[src/rtl/mode_clock_consts.vh]
// Constants for the operating-mode and system-clock controller.
// Assumes a register port with one-cycle read latency and 8-bit data.
`ifndef MODE_CLOCK_CONSTS_VH
`define MODE_CLOCK_CONSTS_VH

// ==========================================================================
// Register offsets
`define ADDR_SYSTEM_MODE_CONTROL 2'h0
`define ADDR_POWER_CONTROL_FLAGS 2'h1
`define ADDR_MODE_STATUS         2'h2

// ==========================================================================
// Field positions
`define SMC_CLKSEL_HI    7
`define SMC_CLKSEL_LO    5
`define SMC_LOW_READY    3
`define SMC_HIGH_READY   2
`define SMC_IDLE_EN      1
`define SMC_HIGH_SEL     0
`define PCF_SYSCLK_KEEP  7
`define PCF_LVD_EN       3
`define PCF_FLAGS_HI     2
`define MST_LVD_EN       0

// ==========================================================================
// Reset values
`define RST_CLKSEL       3'h6
`define RST_IDLE_EN      1'h1
`define RST_HIGH_SEL     1'h0
`define RST_SYSCLK_KEEP  1'h0
`define RST_FLAGS        3'h0
`define RST_LVD_EN       1'h0

// ==========================================================================
// Timing counts, in cycles of clk_in, which clocks both ready counters
`define HIGH_READY_CYCLES 5'h0F
`define LOW_READY_CYCLES  2'h1

`endif

[src/rtl/osc_ready_counter.v]
// Counts cycles after an oscillator enable and raises a ready flag.
// Assumes the enable is synchronous to clk_in.
`default_nettype none

module osc_ready_counter #(
  parameter [4:0] COUNT = 5'h0F
)(
  input  wire       clk_in,
  input  wire       rst_n_in,
  input  wire       run_in,
  output reg        ready_out
);

  reg [4:0] count_q;

  // The flag falls at once when the oscillator stops and rises COUNT cycles after it restarts.
  always @(posedge clk_in or negedge rst_n_in)
  begin
    if (!rst_n_in)
    begin
      count_q   <= 5'h00;
      ready_out <= 1'b0;
    end
    else if (!run_in)
    begin
      count_q   <= 5'h00;
      ready_out <= 1'b0;
    end
    else if (count_q < COUNT)
    begin
      count_q   <= count_q + 5'h01;
      ready_out <= (count_q + 5'h01) >= COUNT;
    end
  end

endmodule

`default_nettype wire

[src/rtl/mode_clock_ctrl.v]
// Operating-mode and system-clock controller: mode registers, halt handling,
// oscillator enables and ready flags, system clock divider selection.
// Assumes core halt and wake requests are one-cycle pulses synchronous to clk_in.
//
// Local design decisions: the placing of the registers and the plain strobed port.
`include "mode_clock_consts.vh"
`default_nettype none

// Notes on behaviour
// A halt with idle_enable low enters sleep: CPU and system clock stop, sub clock runs, timebase clock stops.
// A halt with idle_enable high and idle_sysclk_keep low enters idle_clock_stopped_mode: CPU and high oscillator stop, sub and timebase clocks run.
// A halt with both bits high enters idle_clock_running_mode: CPU stops, the selected system clock and sub clock keep running.
// Sleep halts the CPU entirely while the sub clock oscillator keeps operating.
// With high_clock_select low, codes 000 and 001 give sub clock and 010 to 111 give high clock over 64 down to 2.
// With high_clock_select high the undivided high clock is the system clock.
// Switching the system clock from high clock to sub clock stops the high speed oscillator.
// While the high speed oscillator is stopped, its divided peripheral clock enables are stopped too.
// low_osc_ready stays low until the low oscillator is stable and then rises within 1 to 2 cycles.
// high_osc_ready clears at power-on, stays low in sleep and idle_clock_stopped_mode, and sets 15 to 16 cycles after restart.
// Unimplemented bit 4 of the mode register and bits 6 to 3 of the control register read as zero.
// With low_volt_detect_enable high in sleep or idle, the detector and bandgap stay on and sub clock is forced on.
// A switch to slow mode completes only once low_osc_ready is high.
// Software checks high_osc_ready before relying on the high clock after returning to normal mode.
// idle_enable and idle_sysclk_keep are sampled in the cycle the halt is accepted.
module mode_clock_ctrl (
  input  wire       clk_in,
  input  wire       reset_n_in,
  input  wire [1:0] addr_in,
  input  wire [7:0] wdata_in,
  input  wire       wr_in,
  input  wire       rd_in,
  input  wire       halt_in,
  input  wire       wake_in,
  output reg  [7:0] rdata_out,
  output reg        cpu_run_out,
  output reg        sysclk_run_out,
  output reg        timebase_run_out,
  output reg        sub_osc_en_out,
  output reg        high_osc_en_out,
  output reg        high_div_en_out,
  output reg        sysclk_is_sub_out,
  output reg  [6:0] high_div_onehot_out,
  output reg        lvd_active_out
);

  // ==========================================================================
  // Modes
  localparam [2:0] MODE_NORMAL = 3'h0;
  localparam [2:0] MODE_SLOW   = 3'h1;
  localparam [2:0] MODE_SLEEP  = 3'h2;
  localparam [2:0] MODE_IDLE_CLOCK_STOPPED_MODE  = 3'h3;
  localparam [2:0] MODE_IDLE_CLOCK_RUNNING_MODE  = 3'h4;

  // ==========================================================================
  // Reset release
  reg        rst_meta_q;
  reg        rst_sync_q;

  always @(posedge clk_in or negedge reset_n_in)
  begin
    if (!reset_n_in)
    begin
      rst_meta_q <= 1'b0;
      rst_sync_q <= 1'b0;
    end
    else
    begin
      rst_meta_q <= 1'b1;
      rst_sync_q <= rst_meta_q;
    end
  end

  wire rst_n = rst_sync_q;

  // ==========================================================================
  // Clock selection decode
  // Returns one-hot divider choice; bit 0 is undivided, bit 6 is divide by 64, zero means sub clock.
  function [6:0] div_decode;
    input       high_sel;
    input [2:0] code;
    begin
      div_decode = 7'h00;
      if (high_sel)
        div_decode = 7'h01;
      else if (code >= 3'h2)
        div_decode = 7'h01 << (3'h7 - code + 3'h1);
    end
  endfunction

  // Returns one for the modes in which the CPU is halted.
  function mode_halted;
    input [2:0] mode;
    begin
      case (mode)
        MODE_SLEEP,
        MODE_IDLE_CLOCK_STOPPED_MODE,
        MODE_IDLE_CLOCK_RUNNING_MODE:
          mode_halted = 1'b1;
        default:
          mode_halted = 1'b0;
      endcase
    end
  endfunction

  // Returns one for the modes in which the system clock is stopped.
  function mode_stops_sysclk;
    input [2:0] mode;
    begin
      case (mode)
        MODE_SLEEP,
        MODE_IDLE_CLOCK_STOPPED_MODE:
          mode_stops_sysclk = 1'b1;
        default:
          mode_stops_sysclk = 1'b0;
      endcase
    end
  endfunction

  // ==========================================================================
  // Registers
  reg [2:0] clk_sel_q;
  reg       idle_enable_q;
  reg       high_clock_select_q;
  reg       idle_sysclk_keep_q;
  reg       low_volt_detect_enable_q;
  reg [2:0] reset_flags_q;
  reg [2:0] mode_q;
  reg [2:0] mode_d;
  reg       halt_idle_en_q;
  reg       halt_keep_q;
  reg       halt_pending_q;
  wire      low_osc_ready;
  wire      high_osc_ready;

  wire [6:0] want_div   = div_decode(high_clock_select_q, clk_sel_q);
  wire       want_sub   = (want_div == 7'h00);
  wire       halted     = mode_halted(mode_q);

  always @(posedge clk_in or negedge rst_n)
  begin
    if (!rst_n)
    begin
      clk_sel_q                <= `RST_CLKSEL;
      idle_enable_q            <= `RST_IDLE_EN;
      high_clock_select_q      <= `RST_HIGH_SEL;
      idle_sysclk_keep_q       <= `RST_SYSCLK_KEEP;
      low_volt_detect_enable_q <= `RST_LVD_EN;
      reset_flags_q            <= `RST_FLAGS;
    end
    else if (wr_in && addr_in == `ADDR_SYSTEM_MODE_CONTROL)
    begin
      clk_sel_q           <= wdata_in[`SMC_CLKSEL_HI:`SMC_CLKSEL_LO];
      idle_enable_q       <= wdata_in[`SMC_IDLE_EN];
      high_clock_select_q <= wdata_in[`SMC_HIGH_SEL];
    end
    else if (wr_in && addr_in == `ADDR_POWER_CONTROL_FLAGS)
    begin
      idle_sysclk_keep_q <= wdata_in[`PCF_SYSCLK_KEEP];
      reset_flags_q      <= wdata_in[`PCF_FLAGS_HI:0];
    end
    else if (wr_in && addr_in == `ADDR_MODE_STATUS)
      low_volt_detect_enable_q <= wdata_in[`MST_LVD_EN];
  end

  // ==========================================================================
  // Mode machine
  always @*
  begin
    mode_d = mode_q;
    case (mode_q)
      MODE_NORMAL,
      MODE_SLOW:
      begin
        if (halt_pending_q)
        begin
          // halt mode choice
          if (!halt_idle_en_q)
            mode_d = MODE_SLEEP;
          else if (!halt_keep_q)
            mode_d = MODE_IDLE_CLOCK_STOPPED_MODE;
          else
            mode_d = MODE_IDLE_CLOCK_RUNNING_MODE;
        end
        // slow needs stable oscillator
        else if (want_sub && low_osc_ready)
          mode_d = MODE_SLOW;
        else if (!want_sub)
          mode_d = MODE_NORMAL;
      end
      MODE_SLEEP,
      MODE_IDLE_CLOCK_STOPPED_MODE,
      MODE_IDLE_CLOCK_RUNNING_MODE:
      begin
        if (wake_in)
          mode_d = want_sub ? MODE_SLOW : MODE_NORMAL;
      end
      default:
        mode_d = MODE_NORMAL;
    endcase
  end

  always @(posedge clk_in or negedge rst_n)
  begin
    if (!rst_n)
    begin
      mode_q         <= MODE_NORMAL;
      halt_pending_q <= 1'b0;
      halt_idle_en_q <= 1'b0;
      halt_keep_q    <= 1'b0;
    end
    else
    begin
      mode_q <= mode_d;
      // sample idle bits at halt
      if (halt_in && !halted && !halt_pending_q)
      begin
        halt_pending_q <= 1'b1;
        halt_idle_en_q <= idle_enable_q;
        halt_keep_q    <= idle_sysclk_keep_q;
      end
      else if (halt_pending_q)
        halt_pending_q <= 1'b0;
    end
  end

  // ==========================================================================
  // Oscillator control and ready flags
  // The high oscillator runs in normal mode, in idle_clock_running_mode when the system clock is high,
  // and in no other mode.
  reg high_osc_en_d;
  reg sysclk_is_sub_d;

  always @*
  begin
    high_osc_en_d   = 1'b0;
    sysclk_is_sub_d = 1'b0;
    case (mode_d)
      // stop high oscillator on sub
      MODE_NORMAL:
        high_osc_en_d = 1'b1;
      MODE_SLOW:
        sysclk_is_sub_d = 1'b1;
      MODE_IDLE_CLOCK_RUNNING_MODE:
      begin
        // keep source in idle_clock_running_mode
        if (mode_q == MODE_IDLE_CLOCK_RUNNING_MODE)
        begin
          high_osc_en_d   = high_osc_en_out;
          sysclk_is_sub_d = sysclk_is_sub_out;
        end
        else
        begin
          high_osc_en_d   = (mode_q == MODE_NORMAL);
          sysclk_is_sub_d = (mode_q == MODE_SLOW);
        end
      end
      default:
      begin
        high_osc_en_d   = 1'b0;
        sysclk_is_sub_d = 1'b0;
      end
    endcase
  end
  wire low_run  = 1'b1;

  // high ready after restart
  osc_ready_counter #(
    .COUNT (`HIGH_READY_CYCLES)
  ) u_high_ready (
    .clk_in    (clk_in),
    .rst_n_in  (rst_n),
    .run_in    (high_osc_en_out),
    .ready_out (high_osc_ready)
  );

  // low ready after stable
  osc_ready_counter #(
    .COUNT ({3'h0, `LOW_READY_CYCLES})
  ) u_low_ready (
    .clk_in    (clk_in),
    .rst_n_in  (rst_n),
    .run_in    (sub_osc_en_out),
    .ready_out (low_osc_ready)
  );

  // ==========================================================================
  // Clock enables
  always @(posedge clk_in or negedge rst_n)
  begin
    if (!rst_n)
    begin
      cpu_run_out         <= 1'b0;
      sysclk_run_out      <= 1'b0;
      timebase_run_out    <= 1'b0;
      sub_osc_en_out      <= 1'b0;
      high_osc_en_out     <= 1'b0;
      high_div_en_out     <= 1'b0;
      sysclk_is_sub_out   <= 1'b0;
      high_div_onehot_out <= 7'h00;
      lvd_active_out      <= 1'b0;
    end
    else
    begin
      // CPU off when halted
      cpu_run_out       <= !mode_halted(mode_d);
      // system clock stops
      sysclk_run_out    <= !mode_stops_sysclk(mode_d);
      // timebase stops in sleep
      timebase_run_out  <= (mode_d != MODE_SLEEP);
      // sub clock stays on
      sub_osc_en_out    <= low_run || low_volt_detect_enable_q;
      high_osc_en_out   <= high_osc_en_d;
      // divided outputs follow oscillator
      high_div_en_out   <= high_osc_en_d;
      // divider select
      sysclk_is_sub_out   <= sysclk_is_sub_d;
      high_div_onehot_out <= high_osc_en_d ? (want_sub ? 7'h01 : want_div) : 7'h00;
      // detector kept active
      lvd_active_out      <= low_volt_detect_enable_q;
    end
  end

  // ==========================================================================
  // Register read port
  always @(posedge clk_in or negedge rst_n)
  begin
    if (!rst_n)
      rdata_out <= 8'h00;
    else if (rd_in)
    begin
      case (addr_in)
        // unimplemented bits zero
        `ADDR_SYSTEM_MODE_CONTROL:
          rdata_out <= {clk_sel_q, 1'b0, low_osc_ready, high_osc_ready, idle_enable_q, high_clock_select_q};
        `ADDR_POWER_CONTROL_FLAGS:
          rdata_out <= {idle_sysclk_keep_q, 4'h0, reset_flags_q};
        `ADDR_MODE_STATUS:
          rdata_out <= {2'h0, mode_q, 2'h0, low_volt_detect_enable_q};
        default:
          rdata_out <= 8'h00;
      endcase
    end
    else
      rdata_out <= 8'h00;
  end

endmodule

`default_nettype wire

[config.mk]
export PLATFORM = sky130hd
export DESIGN_NAME = mode_clock_ctrl
export DESIGN_NICKNAME = d
export VERILOG_FILES = /design/src/rtl/osc_ready_counter.v /design/src/rtl/mode_clock_ctrl.v
export VERILOG_INCLUDE_DIRS = /design/src /design/src/rtl
export SDC_FILE = /design/constraint.sdc
export NUM_CORES = 1
export LEC_CHECK = 0
export ABC_AREA = 0
export BUFFER_PORTS_ARGS = -buffer_cell sky130_fd_sc_hd__buf_2
export CAP_MARGIN = 10
export CORE_MARGIN = 8
export CORE_UTILIZATION = 55
export DETAILED_ROUTE_END_ITERATION = 10
export PLACE_DENSITY_LB_ADDON = 0.1
export SETUP_SLACK_MARGIN = 0.1
export SLEW_MARGIN = 10
export SYNTH_ARGS = -nofsm -noshare
export SYNTH_HDL_FRONTEND = slang
export SYNTH_SLANG_ARGS = --single-unit
export TNS_END_PERCENT = 30
[constraint.sdc]
create_clock -name clk_in -period 1.8 [get_ports clk_in]
set_input_delay 0.36 -clock clk_in [delete_from_list [all_inputs] [get_ports clk_in]]
set_output_delay 0.36 -clock clk_in [all_outputs]
set_load 0.005 [all_outputs]
# Yosys cells after proc, flatten, opt, wreduce, memory -nomap -nowiden
# Cells that the tools add are included.
# W data, S select, Z words.
# word_totals
elab_cells	101
output_inout_bits	23
input_bits	16
ff_bits	52
# op_classes
n_addsub	4
bitwise	2
shift	1
order_cmp	5
eq_ne	14
n_mux	30
reduce_logical	20
# ops
op	n
$mux W7	4
$pmux W8 S3	1
$mux W5	4
$mux W3	6
$eq A3 B2 Y1 const B	4
$mux W1	11
$add A5 B1 Y5 const B	2
$mux W8	1
$logic_not A7 Y1	1
$shl A1 B3 Y7 const A	1
$eq A3 B1 Y1 const B	2
$eq A3 B3 Y1 const B	2
$logic_and A1 B1 Y1	6
$logic_not A3 Y1	2
$pmux W3 S2	1
$reduce_or A3 Y1	2
$ge A5 B1 Y1 const B	1
$ge A5 B4 Y1 const B	1
$lt A5 B1 Y1 const B	1
$lt A5 B4 Y1 const B	1
$logic_not A1 Y1	4
$ne A2 B1 Y1 const B	2
$pmux W1 S2	2
$reduce_or A2 Y1	2
11 further kinds	12

# Depth between registers and ports, before layout
# Gate-level depths: netlist (run 1).
# depth
ltp_word	14
ltp_mapped	6
depth_no_buf	6

# Hierarchy
# A second synthesis (run 1) with hierarchy kept.
# hier_totals
hier_cells	178
hier_area_um2	2288.4
# modules_own_cells
module	n_inst	seq_area_each_um2	cells_each	area_each_um2
mode_clock_ctrl	1	1004.7	124	1657.8
osc_ready_counter at u_high_ready	1	150.1	34	361.6
osc_ready_counter at u_low_ready	1	150.1	20	269.0

# Worst setup path before layout (run 1)
# No wires, ideal clock.
# synth_timing
path_kind	reg-to-reg
startpoint	reg u_high_ready.count_q[0]
endpoint	reg u_high_ready.ready_out
t_arrival_ns	1.391
n_path_buf	0
setup_ns	0.135
required_ns	1.665
path_stages_with_launch	7
slack_ns	0.275
period_less_slack_ns	1.525
path_cell_list	dfrtp_1 > inv_1 > ha_1 > o21bai_1 > maj3_1 > a21oi_1 > a21oi_1
# synth_via
elab_chain_len	4
elab_cells_between_ends	6
classes_between	1 x add/sub; 2 x order compare; 1 x eq/ne; 2 x mux
# synth_rtl
element	line	rtl
start, declared	osc_ready_counter.v:14	reg [4:0] count_q;
start signal, assigned	osc_ready_counter.v:31	count_q <= count_q + 5'h01;
$add A5 B1 Y5	osc_ready_counter.v:32	ready_out <= (count_q + 5'h01) >= COUNT;
$ge A5 B4 Y1	osc_ready_counter.v:32	
$mux W1	osc_ready_counter.v:29	else if (count_q < COUNT)
$mux W1	osc_ready_counter.v:24	else if (!run_in)
end signal, assigned	osc_ready_counter.v:22	ready_out <= 1'b0;
end signal, assigned	osc_ready_counter.v:27	ready_out <= 1'b0;
end signal, assigned	osc_ready_counter.v:32	
end, declared	osc_ready_counter.v:11	output reg ready_out
# Several ways; a longest one is shown, not always the timed one. The select of a mux whose other input is x is not followed.
# A chain may end at the register's enable or synchronous reset.

# Worst setup path in the final report (run 1)
# Ends and elaborated chain as after synthesis.

==> results.sh, run 1 <==
export IMPL_status="finished, final reports clean"
export IMPL_post_drt_via_cell_ratio=5.37
export IMPL_rsz0062_at_grt="false"
export IMPL_cp_max_fo=7
export IMPL_post_drt_wl_per_cell_um=15.3
export IMPL_synth_edf_count=0
export IMPL_num_vias=1449
export IMPL_numCtsBuffers=5
export IMPL_initial_utilization_pct=56.2
export IMPL_io_buffers=36
export IMPL_drv_cap=0
export IMPL_insertion_delay_ns=0.30
export IMPL_cts_root_buffer="clkbuf_8"
export IMPL_synth_ff_type="dfrtp_1"
export IMPL_synth_area_um2=2220
export IMPL_die_height_um=79.5
export IMPL_power_density_nw_per_um2=1300
export IMPL_synthArstFlopShare_pct=100
export IMPL_mostFrequentLayoutCells="47 x dfrtp_1, 36 x buf_2, 18 x nor2_1"
export IMPL_synth_seq_cells=52
export IMPL_reg2regPathDepth=6
export IMPL_rr_endpoint="u_high_ready.ready_out"
export IMPL_fin_worst_skew_ns=0.00602
export IMPL_cp_required_ns=1.98
export IMPL_post_route_worst_setup_slack_ns=0.157
export IMPL_fin_crit_ns=1.64
export IMPL_p_leak_nw=1.23
export IMPL_clk_pin_slew_worst_paths_ns=0.09
export IMPL_pin_count=39
export IMPL_seq_area_frac_synth_pct=58.9
export IMPL_grt_max_degree=31
export IMPL_use_met2_pct=24.4
export IMPL_ant_nets=0
export IMPL_critPathLaunchType="flop"
export IMPL_yosysWarnings=0
export IMPL_first_pass_iters=4
export IMPL_layout_commonest_cell="dfrtp_1"
export IMPL_setup_viol_count_final=0
export IMPL_tns_ns=0
export IMPL_rows=23
export IMPL_syn_inst=177
export IMPL_grt_use_total_pct=14.3
export IMPL_cts_tree="yes"
export IMPL_antenna_found_initial=0
export IMPL_nets=239
export IMPL_drtIter0Drc=61
export IMPL_wl_um=4130
export IMPL_cp_arrival_ns=1.82
export IMPL_endpoint_kind="flop"
export IMPL_hold_viol_final=0
export IMPL_use_met1_pct=16.1
export IMPL_avgSynthCellArea_um2=12.5
export IMPL_fmax_mhz=609
export IMPL_path_class="flop to flop"
export IMPL_core_area_um2=3940
export IMPL_cts_buffer_depth=2
export IMPL_max_stage_delay_ns=0.44
export IMPL_path_common_cell="a21oi_1"
export IMPL_clock_sinks=52
export IMPL_syn2layout_area_growth_pct=16.6
export IMPL_yosys_cell_types_count=50
export IMPL_grt_pass1_wl_um=7190
export IMPL_dp_hpwl_um=3110
export IMPL_place_congestion=0.805
export IMPL_hold_class="flop to async pin"
export IMPL_pre_cts_slack_ns=0.114
export IMPL_vdd_drop_max_v=0.000817
export IMPL_die_width_um=79.5
export IMPL_grt_pass1_vias=1573
export IMPL_maxSlewViolCount=0
export IMPL_drcViolationCount=0
export IMPL_total_power_mw=3.37
export IMPL_reg2reg_from="u_high_ready.count_q[0]"
export IMPL_dieArea_um2=6320
export IMPL_diodes=0
export IMPL_busiest_layer="met2"
export IMPL_cts_htree_levels=2
export IMPL_rrSetupSlack_ns=0.16
export IMPL_cp_slowest_cell="dfrtp_2"
export IMPL_fill_cells=297
export IMPL_path_cells="inv_1 > ha_1 > o21bai_1 > maj3_1 > a21oi_1 > a21oi_1"
export IMPL_drive_above_1_share_pct=33.6
export IMPL_met3_usage_pct=5.07
export IMPL_period_share_pct=91.3
export IMPL_overflow=0
metal layers:
metal / vias to the layer above / part of all wire, %
met5: - / 0
met3: 8 / 5.5
met1: 713 / 43
met2: 31 / 50
li1: 697 / -
met4: 0 / 1.5
kinds of logic after synthesis:
group	count (synthesis)	share of synthesized area, %
XOR/XNOR	1	0.395
other	1	0.169
buffers and inverters	10	2.37
adder cells (fa/ha/maj)	5	2.71
flip-flops	52	58.9
multiplexers	18	8.81
AO/OA/AOI/OAI	27	10.2
AND/OR/NAND/NOR	63	16.4
report_power, final:
group	internal [mW]	switching [mW]
clock network	0.419	0.387
logic	0.446	0.428
registers	1.42	0.274
total	2.28	1.09
cells in the mapped netlist, types with 2 or more instances:
cell type,count,area (um^2)
dfrtp_1,49,1230
nor2_1,18,67.6
mux2_2,10,113
a21oi_1,8,40.0
mux2i_1,6,60.1
and2_1,5,31.3
inv_1,5,18.8
nand2_1,5,18.8
nand2b_1,5,31.3
ha_1,4,50.1
o21a_1,4,30.0
buf_2,3,15.0
dfstp_2,3,78.8
nand3_1,3,15.0
nand3b_1,3,22.5
nor2b_1,3,18.8
nor3_1,3,15.0
nor3b_1,3,22.5
o21ai_0,3,15.0
mux2_1,2,22.5
nor4_1,2,12.5
or2_1,2,12.5
critical path: cells and delay by family (launching register included):
kind                       cells  cell delay, ns
adders and majority gates      2            0.67
DFF                            1            0.44
AOI/OAI and AO/OA              3            0.33
buffers and inverters          1            0.08
registers in the layout (all words and copies together) (netlist names), 3 cells and up:
name	count
reset_flags_q	3
mode_q	3
u_low_ready.count_q	5
rdata_out	8
high_div_onehot_out	7
u_high_ready.count_q	5
clk_sel_q	3
per-stage QoR:
step / hold WS [ns] / std cells / utilization (%) / instance area (um^2)
finish: 0.231 / 270 / 65.5 / 2580
global route: 0.268 / 270 / 65.5 / 2580
CTS: 0.246 / 270 / 65.5 / 2580
detailed placement: 0.148 / 261 / 62.3 / 2460
global placement: 0.144 / 261 / 62.3 / 2460
floorplan: 0.0644 / 178 / - / 2220
what timing repair did:
action                                  in CTS  in global routing
endpoints found under the setup margin       1                  0
gates resized for setup                      1                  0
endpoints found under the hold margin        2                  0
hold buffers                                 1                  0
setup buffers                                0                  0
final cells by class:
cell class | instances | area (um^2) | area share, %
multi-input cells | 116 | 862 | 33.4
repair buffers | 39 | 218 | 8.43
clock buffers | 5 | 68.8 | 2.66
flip-flops and latches | 52 | 1310 | 50.6
well taps | 50 | 62.6 | 2.42
inverters | 5 | 18.8 | 0.726
clock inverters | 3 | 46.3 | 1.79
how the worst max path moves through the flow:
stage	startpoint	endpoint	slack, ns
6_report	u_high_ready.count_q[0]	u_high_ready.ready_out	0.16
5_1_grt	u_high_ready.count_q[0]	u_high_ready.ready_out	0.11
4_1_cts	u_high_ready.count_q[0]	u_high_ready.ready_out	0.16
3_5_place_dp	u_high_ready.count_q[0]	u_high_ready.ready_out	0.11
3_3_place_gp	u_high_ready.count_q[0]	u_high_ready.ready_out	0.19
2_1_floorplan	rst_n	clk_sel_q[0]	0.25
(Power assumes the default switching activity.)
==> inputs of run 2 (changes only) <==
==> constraint.sdc (replaced) <==
create_clock -name clk_in -period 1.85 [get_ports clk_in]
set_input_delay 0.37 -clock clk_in [delete_from_list [all_inputs] [get_ports clk_in]]
set_output_delay 0.37 -clock clk_in [all_outputs]
set_load 0.005 [all_outputs]
==> run 2 against run 1 <==
- first-iteration DRC count is 90% higher
- worst hold slack worse by 0.0097 ns
- combinational power is 3.4% lower
- fmax hardly changed
- critical endpoint unchanged
==> results.sh, run 2 (synthesis results as in run 1) <==
export IMPL_numCtsBuffers=5
export IMPL_cts_tree="yes"
export IMPL_mostFrequentLayoutCells="47 x dfrtp_1, 36 x buf_2, 18 x nor2_1"
export IMPL_fin_crit_ns=1.64
export IMPL_antenna_found_initial=0
export IMPL_reg2reg_from="u_high_ready.count_q[0]"
export IMPL_die_height_um=79.5
export IMPL_crit_family="adder cells"
export IMPL_io_buffers=36
export IMPL_tns_ns=0
export IMPL_critPathBufInv=1
export IMPL_clock_sinks=52
export IMPL_path_common_cell="a21oi_1"
export IMPL_vdd_drop_max_v=0.000722
export IMPL_hold_class="flop to async pin"
export IMPL_p_leak_nw=1.22
export IMPL_pin_count=39
export IMPL_drv_cap=0
export IMPL_rrSetupSlack_ns=0.21
export IMPL_post_drt_via_cell_ratio=5.35
export IMPL_grt_use_total_pct=14.2
export IMPL_combinationalPowerShare_pct=25.9
export IMPL_cts_root_buffer="clkbuf_8"
export IMPL_core_area_um2=3940
export IMPL_critPathLaunchType="flop"
export IMPL_p_seq_share_pct=50.6
export IMPL_initial_utilization_pct=56.2
export IMPL_ant_nets=0
export IMPL_drive_above_1_share_pct=33.3
export IMPL_reg2regPathDepth=6
export IMPL_reg_largest_list="rdata_out: 8 flops, high_div_onehot_out: 7 flops"
export IMPL_rsz0062_at_grt="false"
export IMPL_hold_viol_final=0
export IMPL_place_congestion=0.799
export IMPL_dieArea_um2=6320
export IMPL_nets=238
export IMPL_intPower_mw=2.21
export IMPL_grt_pass1_vias=1563
export IMPL_wl_um=4160
export IMPL_p_switching_mw=1.06
export IMPL_total_power_mw=3.26
export IMPL_dp_hpwl_um=3070
export IMPL_post_drt_wl_per_cell_um=15.4
export IMPL_fmax_mhz=609
export IMPL_path_cells="inv_1 > ha_1 > o21bai_1 > maj3_1 > a21oi_1 > a21oi_1"
export IMPL_pwr_share_clk_pct=23.5
export IMPL_cp_slowest_cell="dfrtp_2"
export IMPL_layout_commonest_cell="dfrtp_1"
export IMPL_status="finished, final reports clean"
export IMPL_fill_cells=315
export IMPL_drtIter0Drc=116
export IMPL_insertion_delay_ns=0.31
export IMPL_cts_htree_levels=2
export IMPL_largest_register="rdata_out"
export IMPL_cts_buffer_depth=2
export IMPL_fin_worst_skew_ns=0.00783
export IMPL_num_vias=1439
export IMPL_setup_viol_count_final=0
export IMPL_cp_required_ns=2.03
export IMPL_syn2layout_area_growth_pct=16.1
export IMPL_endpoint_kind="flop"
export IMPL_diodes=0
export IMPL_cp_arrival_ns=1.82
export IMPL_path_class="flop to flop"
export IMPL_grt_pass1_wl_um=7130
export IMPL_die_width_um=79.5
export IMPL_power_density_nw_per_um2=1270
export IMPL_clk_pin_slew_worst_paths_ns=0.09
export IMPL_cp_max_fo=7
export IMPL_period_share_pct=88.8
export IMPL_drcViolationCount=0
export IMPL_largest_reg_flops=8
export IMPL_overflow=0
export IMPL_maxSlewViolCount=0
export IMPL_sw_frac_of_total_pct=32.3
export IMPL_rr_endpoint="u_high_ready.ready_out"
export IMPL_grt_max_degree=31
export IMPL_first_pass_iters=4
export IMPL_max_stage_delay_ns=0.44
export IMPL_rows=23
==> run 2: how the worst max path moves through the flow <==
stage                                 start                      to  cells past startpoint
finish              u_high_ready.count_q[0]  u_high_ready.ready_out                      6
global route        u_high_ready.count_q[0]  u_high_ready.ready_out                      6
CTS                 u_high_ready.count_q[0]  u_high_ready.ready_out                      6
detailed placement  u_high_ready.count_q[0]  u_high_ready.ready_out                      6
global placement    u_high_ready.count_q[0]  u_high_ready.ready_out                      6
floorplan                             rst_n            clk_sel_q[0]                      0
==> run 2: metal layers <==
metal / GRT usage (%) / vias up / share of wire, %
met3: 3.60 / 7 / 4.5
met4: 8.15 / 0 / 2.1
li1: - / 696 / -
met1: 17.1 / 699 / 44
met5: 0 / - / 0
met2: 22.6 / 37 / 49
==> run 2: power groups by stage <==
| stage | registers, mW | clock network (mW) | logic (mW) |
|---|---|---|---|
| after global placement | 1.66 | 0 | 0.806 |
| after global routing | 1.69 | 0.824 | 0.951 |
| final | 1.65 | 0.768 | 0.844 |
| after detailed placement | 1.67 | 0 | 0.846 |
| after floorplan | 1.59 | 0 | 0.662 |
| after CTS | 1.65 | 0.788 | 0.856 |
==> run 2: worst register-to-register path, cell delays in order, from the launching register on <==
cell,delay (ns)
dfrtp_2,0.44
inv_1,0.09
ha_1,0.32
o21bai_1,0.08
maj3_1,0.35
a21oi_1,0.15
a21oi_1,0.08
==> run 2: final cells by class <==
cell class	instances	area (um^2)	share of cell area (%)
flip-flops and latches	52	1310	50.8
multi-input cells	116	862	33.5
repair buffers	38	210	8.17
clock buffers	5	68.8	2.68
well taps	50	62.6	2.43
clock inverters	3	42.5	1.65
inverters	5	18.8	0.730
==> run 2: what timing repair did <==
action	in CTS	in global routing
setup endpoints to repair	0	1
resized for setup	0	1
hold buffers	1	0
setup buffers	0	0
hold endpoints to repair	2	0
==> run 2: metrics by stage <==
| step | worst slack, ns | hold WS, ns | cells | utilization [%] | area, um^2 |
|---|---|---|---|---|---|
| 4_1_cts | 0.140 | 0.248 | 269 | 65.2 | 2570 |
| 5_1_grt | 0.120 | 0.270 | 269 | 65.2 | 2570 |
| 6_report | 0.208 | 0.221 | 269 | 65.2 | 2570 |
| 3_3_place_gp | 0.243 | 0.154 | 260 | 62.1 | 2450 |
| 3_5_place_dp | 0.170 | 0.158 | 260 | 62.1 | 2450 |
| 2_1_floorplan | 0.301 | 0.0744 | 178 | - | 2220 |
